`config.mk`:
```
export PLATFORM = sky130hd
export DESIGN_NAME = dowf_warning_flags
export DESIGN_NICKNAME = d
export VERILOG_FILES = /design/src/dowf_pkg.sv /design/src/dowf_warning_flags.sv
export SDC_FILE = /design/constraint.sdc
export NUM_CORES = 1
export LEC_CHECK = 0
export BUFFER_PORTS_ARGS = -buffer_cell sky130_fd_sc_hd__buf_2
export CORE_ASPECT_RATIO = 1.5
export CORE_MARGIN = 2
export CORE_UTILIZATION = 57
export DETAILED_ROUTE_END_ITERATION = 7
export HOLD_SLACK_MARGIN = 0.02
export PLACE_DENSITY_LB_ADDON = 0.15
export SYNTH_ARGS = -nofsm -noshare
export SYNTH_HDL_FRONTEND = slang
export SYNTH_SLANG_ARGS = --single-unit
```
`constraint.sdc`:
```
create_clock -name core_clk -period 6.2 [get_ports core_clk]
set_input_delay 1.86 -clock core_clk [delete_from_list [all_inputs] [get_ports core_clk]]
set_output_delay 1.86 -clock core_clk [all_outputs]
set_load 0.01 [all_outputs]
```
`src/dowf_pkg.sv`:
```
// Purpose: Shared constants for the drive output warning flag block
// Assumes: 50 MHz core clock, AXI4-Lite register access with 32-bit data
// Notes: Quantities use fixed-point units noted beside each reset value
package dowf_pkg;

  // Timing
  localparam int CLK_PERIOD_NS = 20;
  localparam int CTRL_PERIOD_NS = 1000;
  localparam int CTRL_CYCLES = (CTRL_PERIOD_NS + CLK_PERIOD_NS - 1) / CLK_PERIOD_NS;

  // Register map, byte offsets
  localparam int NUM_REGS = 22;
  localparam logic [6:0] OFS_CTRL = 7'h00;
  localparam logic [6:0] OFS_OL_LEVEL = 7'h04;
  localparam logic [6:0] OFS_OL_LEVEL_TWO = 7'h08;
  localparam logic [6:0] OFS_ACCEL_ARR = 7'h0c;
  localparam logic [6:0] OFS_DECEL_ARR = 7'h10;
  localparam logic [6:0] OFS_ACCEL_ARR_TWO = 7'h14;
  localparam logic [6:0] OFS_DECEL_ARR_TWO = 7'h18;
  localparam logic [6:0] OFS_PID_ERR = 7'h1c;
  localparam logic [6:0] OFS_PULSE_SCALE = 7'h20;
  localparam logic [6:0] OFS_FB_UPPER = 7'h24;
  localparam logic [6:0] OFS_FB_LOWER = 7'h28;
  localparam logic [6:0] OFS_TQ_FWD_POWER = 7'h2c;
  localparam logic [6:0] OFS_TQ_REV_REGEN = 7'h30;
  localparam logic [6:0] OFS_TQ_REV_POWER = 7'h34;
  localparam logic [6:0] OFS_TQ_FWD_REGEN = 7'h38;
  localparam logic [6:0] OFS_THERMAL_WARN = 7'h3c;
  localparam logic [6:0] OFS_ZERO_SPEED = 7'h40;
  localparam logic [6:0] OFS_HEATSINK_WARN = 7'h44;
  localparam logic [6:0] OFS_STATUS = 7'h48;
  localparam logic [6:0] OFS_ROUTE_TERM11 = 7'h4c;
  localparam logic [6:0] OFS_ROUTE_TERM12 = 7'h50;
  localparam logic [6:0] OFS_ROUTE_RELAY = 7'h54;

  // Control register fields
  localparam int OL_MODE_LSB = 0;
  localparam int TQ_MODE_LSB = 2;
  localparam int TQ_DIR_LSB = 4;
  localparam logic [1:0] MODE_ANY_RAMP = 2'h0;
  localparam logic [1:0] MODE_CONST_ONLY = 2'h1;
  localparam logic [1:0] TQ_SEL_OVER = 2'h0;
  localparam logic [1:0] TQ_SEL_UNDER = 2'h1;

  // Reset values
  localparam logic [15:0] RST_CTRL = 16'h0005;          // Overload and torque modes constant-only, over-torque
  localparam logic [15:0] RST_OL_LEVEL = 16'h0064;      // 0.01 x rated current units, 1.00 x rated
  localparam logic [15:0] RST_ARRIVAL = 16'h0000;       // 0.01 Hz units
  localparam logic [15:0] RST_PID_ERR = 16'h001e;       // 0.1 % units, 3.0 %
  localparam logic [15:0] RST_PULSE_SCALE = 16'h0064;   // 0.01 units, 1.00
  localparam logic [15:0] RST_FB_UPPER = 16'h03e8;      // 100.0 %
  localparam logic [15:0] RST_FB_LOWER = 16'h0000;      // 0.0 %
  localparam logic [15:0] RST_TQ_LEVEL = 16'h0064;      // 100 %
  localparam logic [15:0] RST_THERMAL_WARN = 16'h005a;  // 90 %
  localparam logic [15:0] RST_ZERO_SPEED = 16'h0000;    // 0.01 Hz units
  localparam logic [15:0] RST_HEATSINK_WARN = 16'h0064; // 100 degC
  localparam logic [15:0] RST_ROUTE = 16'h00ff;         // Terminal unused

  // Pulse scaling: one output pulse per unity of accumulated scale
  localparam logic [23:0] PULSE_UNITY = 24'h000064;

  // Flag positions in the status word
  localparam int FLAG_OL = 0;
  localparam int FLAG_ARR1 = 1;
  localparam int FLAG_ARR2 = 2;
  localparam int FLAG_PID_DEV = 3;
  localparam int FLAG_PID_SECOND = 4;
  localparam int FLAG_TORQUE = 5;
  localparam int FLAG_ZERO = 6;
  localparam int FLAG_THERMAL = 7;
  localparam int FLAG_HEATSINK = 8;
  localparam int NUM_FLAGS = 9;

  // Output terminal function codes
  localparam logic [7:0] FC_ARRIVAL_ONE = 8'h01;
  localparam logic [7:0] FC_ARRIVAL_TWO = 8'h02;
  localparam logic [7:0] FC_OVERLOAD = 8'h03;
  localparam logic [7:0] FC_PID_DEV = 8'h04;
  localparam logic [7:0] FC_TORQUE = 8'h07;
  localparam logic [7:0] FC_THERMAL = 8'h0d;
  localparam logic [7:0] FC_ZERO_SPEED = 8'h15;
  localparam logic [7:0] FC_HEATSINK = 8'h1c;
  localparam logic [7:0] FC_PID_SECOND = 8'h1f;

  localparam logic [1:0] RESP_OKAY = 2'h0;
  localparam logic [1:0] RESP_SLVERR = 2'h2;

  function automatic logic [15:0] cfg_reset(input logic [6:0] ofs);
    logic [15:0] v;
    v = 16'h0000;
    case (ofs)
      OFS_CTRL: v = RST_CTRL;
      OFS_OL_LEVEL, OFS_OL_LEVEL_TWO: v = RST_OL_LEVEL;
      OFS_ACCEL_ARR, OFS_DECEL_ARR, OFS_ACCEL_ARR_TWO, OFS_DECEL_ARR_TWO: v = RST_ARRIVAL;
      OFS_PID_ERR: v = RST_PID_ERR;
      OFS_PULSE_SCALE: v = RST_PULSE_SCALE;
      OFS_FB_UPPER: v = RST_FB_UPPER;
      OFS_FB_LOWER: v = RST_FB_LOWER;
      OFS_TQ_FWD_POWER, OFS_TQ_REV_REGEN, OFS_TQ_REV_POWER, OFS_TQ_FWD_REGEN: v = RST_TQ_LEVEL;
      OFS_THERMAL_WARN: v = RST_THERMAL_WARN;
      OFS_ZERO_SPEED: v = RST_ZERO_SPEED;
      OFS_HEATSINK_WARN: v = RST_HEATSINK_WARN;
      OFS_ROUTE_TERM11, OFS_ROUTE_TERM12, OFS_ROUTE_RELAY: v = RST_ROUTE;
      default: v = 16'h0000;
    endcase
    return v;
  endfunction : cfg_reset

endpackage : dowf_pkg

```
`src/dowf_warning_flags.sv`:
```
// Purpose: Threshold monitor raising drive warning flags for output terminals
// Assumes: Measured quantities arrive on core_clk from the control loop
// Notes: Flags are advisory only; nothing here trips or limits the drive
// Function
// - Overload flag rises when motor current reaches the overload warning level.
// - Flags only signal; they never trip the drive or limit current.
// - Overload mode 00 checks all ramp states, 01 constant speed only; default 01.
// - Overload level zero disables the flag; second motor has its own level.
// - Arrival flag one uses an acceleration threshold, 0.00 to 400.00 Hz.
// - Arrival flag one uses a separate deceleration threshold, same range.
// - A second threshold pair drives arrival flag two.
// - Deviation flag rises when setpoint minus feedback magnitude exceeds the limit.
// - Feedback above upper limit switches the second-stage output off.
// - Feedback below lower limit switches the second-stage output on.
// - Torque selection 00 detects over-torque, 01 under-torque; default 00.
// - Four torque levels by quadrant, 0 to 200 %, default 100.
// - Torque mode picks all ramp states or constant speed only; default 01.
// - Torque flag is meaningful only under sensorless vector control.
// - Zero-speed flag rises when output frequency is below the zero-speed level.
// - Zero-speed flag can be routed to either terminal or the relay.
// - Heat-sink flag rises when temperature exceeds the warning level.
// - Thermal warning level 0 to 100 %, default 90, zero disables.
// - Pulse train input is scaled by 0.01 to 99.99, default 1.00.
//
// Design decisions made here: register access over AXI4-Lite and the placing of the registers.
`timescale 1ns/100ps
module dowf_warning_flags #(
  parameter int CTRL_CYCLES = dowf_pkg::CTRL_CYCLES
) (
  input wire logic core_clk,
  input wire logic rst,
  input wire logic [31:0] s_axi_awaddr,
  input wire logic s_axi_awvalid,
  output logic s_axi_awready,
  input wire logic [31:0] s_axi_wdata,
  input wire logic [3:0] s_axi_wstrb,
  input wire logic s_axi_wvalid,
  output logic s_axi_wready,
  output logic [1:0] s_axi_bresp,
  output logic s_axi_bvalid,
  input wire logic s_axi_bready,
  input wire logic [31:0] s_axi_araddr,
  input wire logic s_axi_arvalid,
  output logic s_axi_arready,
  output logic [31:0] s_axi_rdata,
  output logic [1:0] s_axi_rresp,
  output logic s_axi_rvalid,
  input wire logic s_axi_rready,
  input wire logic [15:0] motorCurrent,
  input wire logic [15:0] outFreq,
  input wire logic rampAccel,
  input wire logic rampDecel,
  input wire logic motorTwoActive,
  input wire logic [15:0] pidSetpoint,
  input wire logic [15:0] pidFeedback,
  input wire logic signed [15:0] torqueEst,
  input wire logic runReverse,
  input wire logic regenActive,
  input wire logic vectorCtrlActive,
  input wire logic [15:0] thermalLoad,
  input wire logic [15:0] heatsinkTemp,
  input wire logic pulseTrainPin,
  output logic overloadWarningFlag,
  output logic arrivalFlagOne,
  output logic arrivalFlagTwo,
  output logic pidDeviationFlag,
  output logic pidSecondStage,
  output logic torqueThresholdFlag,
  output logic zeroSpeedFlag,
  output logic thermalWarnFlag,
  output logic heatsinkHotFlag,
  output logic [2:0] termOut,
  output logic pulseOut
);

  localparam int CNT_W = (CTRL_CYCLES > 1) ? $clog2(CTRL_CYCLES) : 1;

  if (CTRL_CYCLES < 2 || CTRL_CYCLES > 65536) begin : g_bad_cycles
    $error("CTRL_CYCLES out of range");
  end

  logic [15:0] cfgQ [dowf_pkg::NUM_REGS];
  logic [dowf_pkg::NUM_FLAGS-1:0] flagsQ;
  logic olQ, devQ, pid2Q, tqQ, zeroQ, thermQ, hsQ;

  // Control cycle enable
  logic [CNT_W-1:0] ctrlCntQ;
  logic ctrlTick;

  always_ff @(posedge core_clk) begin
    if (rst || ctrlCntQ == CNT_W'(CTRL_CYCLES - 1)) begin
      ctrlCntQ <= '0;
    end else begin
      ctrlCntQ <= ctrlCntQ + 1'b1;
    end
  end

  assign ctrlTick = (ctrlCntQ == CNT_W'(CTRL_CYCLES - 1));

  // AXI4-Lite write path: address and data captured independently
  logic awHeldQ;
  logic wHeldQ;
  logic [31:0] awAddrQ;
  logic [31:0] wDataQ;
  logic [3:0] wStrbQ;
  logic doWrite;
  logic wrHit;
  logic [4:0] wrIdx;

  assign s_axi_awready = !awHeldQ && !s_axi_bvalid;
  assign s_axi_wready = !wHeldQ && !s_axi_bvalid;
  assign doWrite = awHeldQ && wHeldQ && !s_axi_bvalid;
  assign wrIdx = awAddrQ[6:2];

  always_comb begin
    if (awAddrQ[31:7] != 25'h0 || awAddrQ[1:0] != 2'h0) begin
      wrHit = 1'b0;
    end else if (int'(wrIdx) >= dowf_pkg::NUM_REGS) begin
      wrHit = 1'b0;
    end else if (wrIdx == dowf_pkg::OFS_STATUS[6:2]) begin
      wrHit = 1'b0;
    end else begin
      wrHit = 1'b1;
    end
  end

  always_ff @(posedge core_clk) begin
    if (rst) begin
      awHeldQ <= 1'b0;
      awAddrQ <= 32'h0;
    end else if (s_axi_awvalid && s_axi_awready) begin
      awHeldQ <= 1'b1;
      awAddrQ <= s_axi_awaddr;
    end else if (doWrite) begin
      awHeldQ <= 1'b0;
    end
  end

  always_ff @(posedge core_clk) begin
    if (rst) begin
      wHeldQ <= 1'b0;
      wDataQ <= 32'h0;
      wStrbQ <= 4'h0;
    end else if (s_axi_wvalid && s_axi_wready) begin
      wHeldQ <= 1'b1;
      wDataQ <= s_axi_wdata;
      wStrbQ <= s_axi_wstrb;
    end else if (doWrite) begin
      wHeldQ <= 1'b0;
    end
  end

  always_ff @(posedge core_clk) begin
    if (rst) begin
      s_axi_bvalid <= 1'b0;
      s_axi_bresp <= dowf_pkg::RESP_OKAY;
    end else if (doWrite) begin
      s_axi_bvalid <= 1'b1;
      s_axi_bresp <= wrHit ? dowf_pkg::RESP_OKAY : dowf_pkg::RESP_SLVERR;
    end else if (s_axi_bready) begin
      s_axi_bvalid <= 1'b0;
    end
  end

  // Settings; only the low half-word exists, upper lanes are ignored
  always_ff @(posedge core_clk) begin
    if (rst) begin
      for (int i = 0; i < dowf_pkg::NUM_REGS; i++) begin
        cfgQ[i] <= dowf_pkg::cfg_reset(7'(i * 4));
      end
    end else if (doWrite && wrHit) begin
      if (wStrbQ[0]) begin
        cfgQ[wrIdx][7:0] <= wDataQ[7:0];
      end
      if (wStrbQ[1]) begin
        cfgQ[wrIdx][15:8] <= wDataQ[15:8];
      end
    end
  end

  // AXI4-Lite read path
  logic [4:0] rdIdx;
  logic [31:0] rdData;
  logic rdHit;

  assign s_axi_arready = !s_axi_rvalid;
  assign rdIdx = s_axi_araddr[6:2];

  always_comb begin
    rdData = 32'h0;
    rdHit = 1'b1;
    if (s_axi_araddr[31:7] != 25'h0 || s_axi_araddr[1:0] != 2'h0) begin
      rdHit = 1'b0;
    end else if (int'(rdIdx) >= dowf_pkg::NUM_REGS) begin
      rdHit = 1'b0;
    end else if (rdIdx == dowf_pkg::OFS_STATUS[6:2]) begin
      rdData = 32'(flagsQ);
    end else begin
      rdData = {16'h0, cfgQ[rdIdx]};
    end
  end

  always_ff @(posedge core_clk) begin
    if (rst) begin
      s_axi_rvalid <= 1'b0;
      s_axi_rdata <= 32'h0;
      s_axi_rresp <= dowf_pkg::RESP_OKAY;
    end else if (s_axi_arvalid && s_axi_arready) begin
      s_axi_rvalid <= 1'b1;
      s_axi_rdata <= rdData;
      s_axi_rresp <= rdHit ? dowf_pkg::RESP_OKAY : dowf_pkg::RESP_SLVERR;
    end else if (s_axi_rready) begin
      s_axi_rvalid <= 1'b0;
    end
  end

  // Setting fields
  logic [15:0] ctrlReg;
  logic [1:0] olMode;
  logic [1:0] tqMode;
  logic [1:0] tqDir;
  logic [15:0] olLevel;
  logic constSpeed;
  logic [15:0] tqLevel;
  logic [16:0] tqMag;
  logic [16:0] pidErr;

  assign ctrlReg = cfgQ[dowf_pkg::OFS_CTRL[6:2]];
  assign olMode = ctrlReg[dowf_pkg::OL_MODE_LSB +: 2];
  assign tqMode = ctrlReg[dowf_pkg::TQ_MODE_LSB +: 2];
  assign tqDir = ctrlReg[dowf_pkg::TQ_DIR_LSB +: 2];
  assign constSpeed = !rampAccel && !rampDecel;
  assign olLevel = motorTwoActive ? cfgQ[dowf_pkg::OFS_OL_LEVEL_TWO[6:2]] : cfgQ[dowf_pkg::OFS_OL_LEVEL[6:2]];
  assign pidErr = (pidSetpoint >= pidFeedback) ? 17'(pidSetpoint - pidFeedback) : 17'(pidFeedback - pidSetpoint);
  assign tqMag = torqueEst[15] ? 17'(-{torqueEst[15], torqueEst}) : 17'({torqueEst[15], torqueEst});

  always_comb begin
    if (!runReverse && !regenActive) begin
      tqLevel = cfgQ[dowf_pkg::OFS_TQ_FWD_POWER[6:2]];
    end else if (runReverse && regenActive) begin
      tqLevel = cfgQ[dowf_pkg::OFS_TQ_REV_REGEN[6:2]];
    end else if (runReverse) begin
      tqLevel = cfgQ[dowf_pkg::OFS_TQ_REV_POWER[6:2]];
    end else begin
      tqLevel = cfgQ[dowf_pkg::OFS_TQ_FWD_REGEN[6:2]];
    end
  end

  // Flags only update on the control tick; warnings feed outputs, never trip logic
  always_ff @(posedge core_clk) begin
    if (rst) begin
      olQ <= 1'b0;
    end else if (ctrlTick) begin
      olQ <= (olLevel != 16'h0) && (motorCurrent >= olLevel)
        && (olMode == dowf_pkg::MODE_ANY_RAMP || constSpeed);
    end
  end

  // Arrival flags hold their level at constant speed, giving edge timing per ramp
  logic arrivalQ [2];
  logic [15:0] accelThr [2];
  logic [15:0] decelThr [2];

  assign accelThr[0] = cfgQ[dowf_pkg::OFS_ACCEL_ARR[6:2]];
  assign decelThr[0] = cfgQ[dowf_pkg::OFS_DECEL_ARR[6:2]];
  assign accelThr[1] = cfgQ[dowf_pkg::OFS_ACCEL_ARR_TWO[6:2]];
  assign decelThr[1] = cfgQ[dowf_pkg::OFS_DECEL_ARR_TWO[6:2]];

  for (genvar k = 0; k < 2; k++) begin : g_arrival
    always_ff @(posedge core_clk) begin
      if (rst) begin
        arrivalQ[k] <= 1'b0;
      end else if (ctrlTick && rampAccel) begin
        arrivalQ[k] <= outFreq >= accelThr[k];
      end else if (ctrlTick && rampDecel) begin
        arrivalQ[k] <= outFreq >= decelThr[k];
      end
    end
  end

  // One process gathers the status word so each flag keeps a single driver
  always_comb begin
    flagsQ = '0;
    flagsQ[dowf_pkg::FLAG_OL] = olQ;
    flagsQ[dowf_pkg::FLAG_ARR1] = arrivalQ[0];
    flagsQ[dowf_pkg::FLAG_ARR2] = arrivalQ[1];
    flagsQ[dowf_pkg::FLAG_PID_DEV] = devQ;
    flagsQ[dowf_pkg::FLAG_PID_SECOND] = pid2Q;
    flagsQ[dowf_pkg::FLAG_TORQUE] = tqQ;
    flagsQ[dowf_pkg::FLAG_ZERO] = zeroQ;
    flagsQ[dowf_pkg::FLAG_THERMAL] = thermQ;
    flagsQ[dowf_pkg::FLAG_HEATSINK] = hsQ;
  end

  always_ff @(posedge core_clk) begin
    if (rst) begin
      devQ <= 1'b0;
    end else if (ctrlTick) begin
      devQ <= pidErr > 17'(cfgQ[dowf_pkg::OFS_PID_ERR[6:2]]);
    end
  end

  // Between the limits the second stage keeps its state; off wins if limits cross
  always_ff @(posedge core_clk) begin
    if (rst) begin
      pid2Q <= 1'b0;
    end else if (ctrlTick && pidFeedback > cfgQ[dowf_pkg::OFS_FB_UPPER[6:2]]) begin
      pid2Q <= 1'b0;
    end else if (ctrlTick && pidFeedback < cfgQ[dowf_pkg::OFS_FB_LOWER[6:2]]) begin
      pid2Q <= 1'b1;
    end
  end

  // Held low outside sensorless vector control so the output is at least defined
  always_ff @(posedge core_clk) begin
    if (rst) begin
      tqQ <= 1'b0;
    end else if (ctrlTick) begin
      tqQ <= vectorCtrlActive
        && (tqMode == dowf_pkg::MODE_ANY_RAMP || constSpeed)
        && ((tqDir == dowf_pkg::TQ_SEL_OVER && tqMag > 17'(tqLevel))
        || (tqDir == dowf_pkg::TQ_SEL_UNDER && tqMag < 17'(tqLevel)));
    end
  end

  always_ff @(posedge core_clk) begin
    if (rst) begin
      zeroQ <= 1'b0;
      thermQ <= 1'b0;
      hsQ <= 1'b0;
    end else if (ctrlTick) begin
      zeroQ <= outFreq < cfgQ[dowf_pkg::OFS_ZERO_SPEED[6:2]];
      thermQ <= (cfgQ[dowf_pkg::OFS_THERMAL_WARN[6:2]] != 16'h0)
        && (thermalLoad >= cfgQ[dowf_pkg::OFS_THERMAL_WARN[6:2]]);
      hsQ <= heatsinkTemp > cfgQ[dowf_pkg::OFS_HEATSINK_WARN[6:2]];
    end
  end

  assign overloadWarningFlag = flagsQ[dowf_pkg::FLAG_OL];
  assign arrivalFlagOne = flagsQ[dowf_pkg::FLAG_ARR1];
  assign arrivalFlagTwo = flagsQ[dowf_pkg::FLAG_ARR2];
  assign pidDeviationFlag = flagsQ[dowf_pkg::FLAG_PID_DEV];
  assign pidSecondStage = flagsQ[dowf_pkg::FLAG_PID_SECOND];
  assign torqueThresholdFlag = flagsQ[dowf_pkg::FLAG_TORQUE];
  assign zeroSpeedFlag = flagsQ[dowf_pkg::FLAG_ZERO];
  assign thermalWarnFlag = flagsQ[dowf_pkg::FLAG_THERMAL];
  assign heatsinkHotFlag = flagsQ[dowf_pkg::FLAG_HEATSINK];

  // Terminal routing by function code; unknown codes drive low
  function automatic logic route_flag(input logic [7:0] code, input logic [dowf_pkg::NUM_FLAGS-1:0] f);
    logic r;
    r = 1'b0;
    case (code)
      dowf_pkg::FC_OVERLOAD: r = f[dowf_pkg::FLAG_OL];
      dowf_pkg::FC_ARRIVAL_ONE: r = f[dowf_pkg::FLAG_ARR1];
      dowf_pkg::FC_ARRIVAL_TWO: r = f[dowf_pkg::FLAG_ARR2];
      dowf_pkg::FC_PID_DEV: r = f[dowf_pkg::FLAG_PID_DEV];
      dowf_pkg::FC_PID_SECOND: r = f[dowf_pkg::FLAG_PID_SECOND];
      dowf_pkg::FC_TORQUE: r = f[dowf_pkg::FLAG_TORQUE];
      dowf_pkg::FC_ZERO_SPEED: r = f[dowf_pkg::FLAG_ZERO];
      dowf_pkg::FC_THERMAL: r = f[dowf_pkg::FLAG_THERMAL];
      dowf_pkg::FC_HEATSINK: r = f[dowf_pkg::FLAG_HEATSINK];
      default: r = 1'b0;
    endcase
    return r;
  endfunction : route_flag

  for (genvar t = 0; t < 3; t++) begin : g_term
    always_ff @(posedge core_clk) begin
      if (rst) begin
        termOut[t] <= 1'b0;
      end else begin
        termOut[t] <= route_flag(cfgQ[int'(dowf_pkg::OFS_ROUTE_TERM11[6:2]) + t][7:0], flagsQ);
      end
    end
  end

  // Pulse train scaling; input rate must stay below one pulse per 2*scale cycles
  logic [2:0] pinSyncQ;
  logic [23:0] pulseAccQ;
  logic pinRise;
  logic emitPulse;

  always_ff @(posedge core_clk) begin
    if (rst) begin
      pinSyncQ <= 3'h0;
    end else begin
      pinSyncQ <= {pinSyncQ[1:0], pulseTrainPin};
    end
  end

  assign pinRise = pinSyncQ[1] && !pinSyncQ[2];
  assign emitPulse = (pulseAccQ >= dowf_pkg::PULSE_UNITY) && !pulseOut;

  always_ff @(posedge core_clk) begin
    if (rst) begin
      pulseAccQ <= 24'h0;
      pulseOut <= 1'b0;
    end else begin
      pulseAccQ <= pulseAccQ + (pinRise ? 24'(cfgQ[dowf_pkg::OFS_PULSE_SCALE[6:2]]) : 24'h0)
        - (emitPulse ? dowf_pkg::PULSE_UNITY : 24'h0);
      pulseOut <= emitPulse;
    end
  end
endmodule : dowf_warning_flags

```
==> impl_metrics.json <==
{
  "syn_area_mm2": 0.0298,
  "vias": 23600,
  "required_ns": 6.64,
  "area_growth_pct": 11.6,
  "wirelength_um": 94500,
  "clock-root-buffer": "clkbuf_16",
  "tns_ns": 0,
  "gr-total-overflow": 0,
  "drv_slew": 0,
  "max-clock-path-buffers": 3,
  "place_congestion": 0.983,
  "wl_per_cell_um": 24.4,
  "drt_iter0_drc": 1718,
  "r2r_cells": 17,
  "period_minus_slack_ns": 5.40,
  "clk_pin_slew_ns": 0.07,
  "nets": 3650,
  "placed_cells": 3779,
  "drc": 0,
  "die_y_um": 284,
  "hpwl_um": 72600,
  "antenna_found_initial": 2,
  "async_reset_ff_share_pct": 0,
  "hp-class": "reg2reg",
  "synth.avg_cell_area_um2": 10.2,
  "status": "complete, no violations",
  "use_met2_pct": 61.1,
  "max_slew_margin_pct": 25.9,
  "path_class": "in2reg",
  "core_area_mm2": 0.0517,
  "yosys_warnings": 0,
  "start_util_pct": 57.7,
  "crit_path_max_fanout": 9,
  "ys_seq_area_share_pct": 45.3,
  "r2r_start": "pulseAccQ[3]",
  "cts_setup_buffers": 0,
  "worst_ep_arrival_time_ns": 5.84,
  "synth_edf_count": 373,
  "met1_usage_pct": 39.2,
  "layout-drive-gt1-share_pct": 15.3,
  "worstMarginPinSlew_ns": 1.11,
  "hold_end": "awAddrQ[0]",
  "ys.flop_type": "edfxtp_1",
  "endpoint_kind": "flop",
  "firstDrtPassIters": 7,
  "ant_nets": 0,
  "peakVddDrop_v": 0.000333,
  "die_w_um": 191,
  "grt_max_degree": 78,
  "p_per_area_mw_per_mm2": 275,
  "rsz0062_at_grt": "false",
  "grt_first_pass_wirelength_um": 141000,
  "hold_buffers": 0,
  "final_util_pct": 64.4,
  "busiest_layer": "met2",
  "setup_viol": 0,
  "worstSkewPairLatency_ns": 0.61,
  "hp-start": "awAddrQ[0]",
  "stdcell_count": 3869,
  "viasPerCell": 6.10,
  "ys_types": 85,
  "cp-start-kind": "input pin",
  "grt_usage_pct": 34.9,
  "period_share_pct": 87.1,
  "rows": 102,
  "syn_inst": 2935,
  "h-tree-depth": 2,
  "ctsResizeCount": 0,
  "ff2ff_setup_slack_ns": 1.13,
  "dieArea_mm2": 0.0542,
  "drv_cap": 0,
  "n_fill_cell": 4262,
  "numCtsBuffers": 48,
  "grt_pass1_vias": 23800,
  "fmax_mhz": 185,
  "skew_ns": 0.0412,
  "ios": 280,
  "port_buffers": 243,
  "hold_violations": 0,
  "cts_tree": "yes",
  "leakage_nw": 13.7,
  "whs_path_depth": 2,
  "cts.sinks": 489,
  "rr_endpoint": "pulseAccQ[23]",
  "use_met3_pct": 5.41,
  "synth_seq_cells": 489
}
-- report_power, final --
group	total [mW]	internal (mW)	switching, mW	leakage, nW
clock	2.94	1.63	1.32	0.763
sequential	3.85	3.70	0.148	4.57
combinational	2.38	0.990	1.39	8.35
total	9.17	6.32	2.85	13.7
-- worst max path at each step --
| stage | from | to | slack [ns] |
|---|---|---|---|
| finish | pidFeedback[13] | pidDeviationFlag | 0.80 |
| global route | pidFeedback[14] | pidDeviationFlag | 0.54 |
| CTS | pidFeedback[13] | pidDeviationFlag | 0.83 |
| detailed placement | pidFeedback[13] | pidDeviationFlag | 0.22 |
| global placement | pidFeedback[14] | pidDeviationFlag | 0.22 |
| floorplan | pidSetpoint[13] | pidDeviationFlag | 0.87 |
-- per-layer routing --
metal | share of wire, % | vias up
met5 | 0 | -
met1 | 34 | 11300
li1 | - | 10900
met3 | 7.7 | 294
met4 | 8.0 | 0
met2 | 50 | 1113
-- cells in the final DEF, fill, tap and decap left out, types with 50 or more instances in the layout --
cell type	count
a21o_1	79
a21oi_1	171
buf_2	240
conb_1	53
dfxtp_1	116
edfxtp_1	373
ha_1	266
inv_1	283
mux2i_1	56
mux4_2	90
nand2_1	291
nor2_1	359
o21ai_0	101
or3_1	50
-- critical path, cell delays in order --
cell and delay [ns]:
buf_2 0.15, ha_1 0.30, and3_1 0.22, nand4_1 0.15, or2_0 0.28, or4_1 0.60
o2111a_1 0.29, buf_4 0.21, mux2_4 0.30, a31oi_2 0.17, xnor2_1 0.19, ha_1 0.30
a211o_1 0.28, a211oi_1 0.22, o21ai_0 0.12, o211ai_1 0.10, a311oi_1 0.11
-- Yosys cell counts (all sizes together), types with 20 or more instances --
cell type	instances	area share, %
and3	36	0.75
nand3	22	0.37
a21oi	172	2.9
edfxtp	373	38
nor2	359	4.5
nand4	43	0.90
nor3	24	0.40
nor2b	25	0.52
ha	266	11
xnor2	40	1.2
a21o	79	2.0
buf	51	1.0
nand2	294	3.7
mux2i	56	1.9
clkbuf	121	1.5
o21ai	104	1.7
nor4	24	0.52
inv	283	3.6
dfxtp	116	7.8
or3	50	1.0
and2	24	0.50
mux4	90	6.8
o21bai	25	0.63
nand2b	25	0.52
o22ai	20	0.42
-- flip-flops by register name, summed over array words and instances (netlist names), 2 cells and up --
register and flops:
pulseAccQ 24, wStrbQ 2, termOut 3, ctrlCntQ 6, arrivalQ 2, wDataQ 16, s_axi_rdata 16, cfgQ 371
pinSyncQ 3, awAddrQ 32
-- per-stage QoR --
stage	hold slack, ns	worst slack (ns)	total power, mW	instance area (µm²)
after floorplan	0.414	0.869	5.59	30000
after global placement	0.441	0.222	6.19	31700
after detailed placement	0.440	0.222	6.27	31700
after CTS	0.455	0.828	9.16	33300
after global routing	0.472	0.541	9.59	33300
final	0.458	0.797	9.17	33300
-- cell families (layout without fill, tap and decap cells) --
group / count (synthesis) / in the layout / share of synthesized area [%]
and+or+nand+nor: 964 / 964 / 14.8
AOI/OAI and AO/OA: 542 / 542 / 11.5
DFF: 489 / 489 / 45.3
buffers and inverters: 456 / 661 / 6.11
adders and majority gates: 271 / 271 / 11.5
muxes: 161 / 161 / 9.25
xor gates and xnor gates: 51 / 51 / 1.50
other: 1 / 54 / 0.0126
-- layout make-up --
| cell class | instances | area, µm² | share of cell area [%] |
|---|---|---|---|
| diodes | 1 | 2.50 | 0.00752 |
| clock buffers | 63 | 1310 | 3.94 |
| clock inverters | 26 | 239 | 0.718 |
| inverters | 284 | 1070 | 3.20 |
| multi-input cells | 2042 | 14700 | 44.2 |
| flip-flops and latches | 489 | 13500 | 40.6 |
| well taps | 676 | 846 | 2.54 |
| repair buffers | 288 | 1590 | 4.78 |
Power figures use the tool's default switching activity.
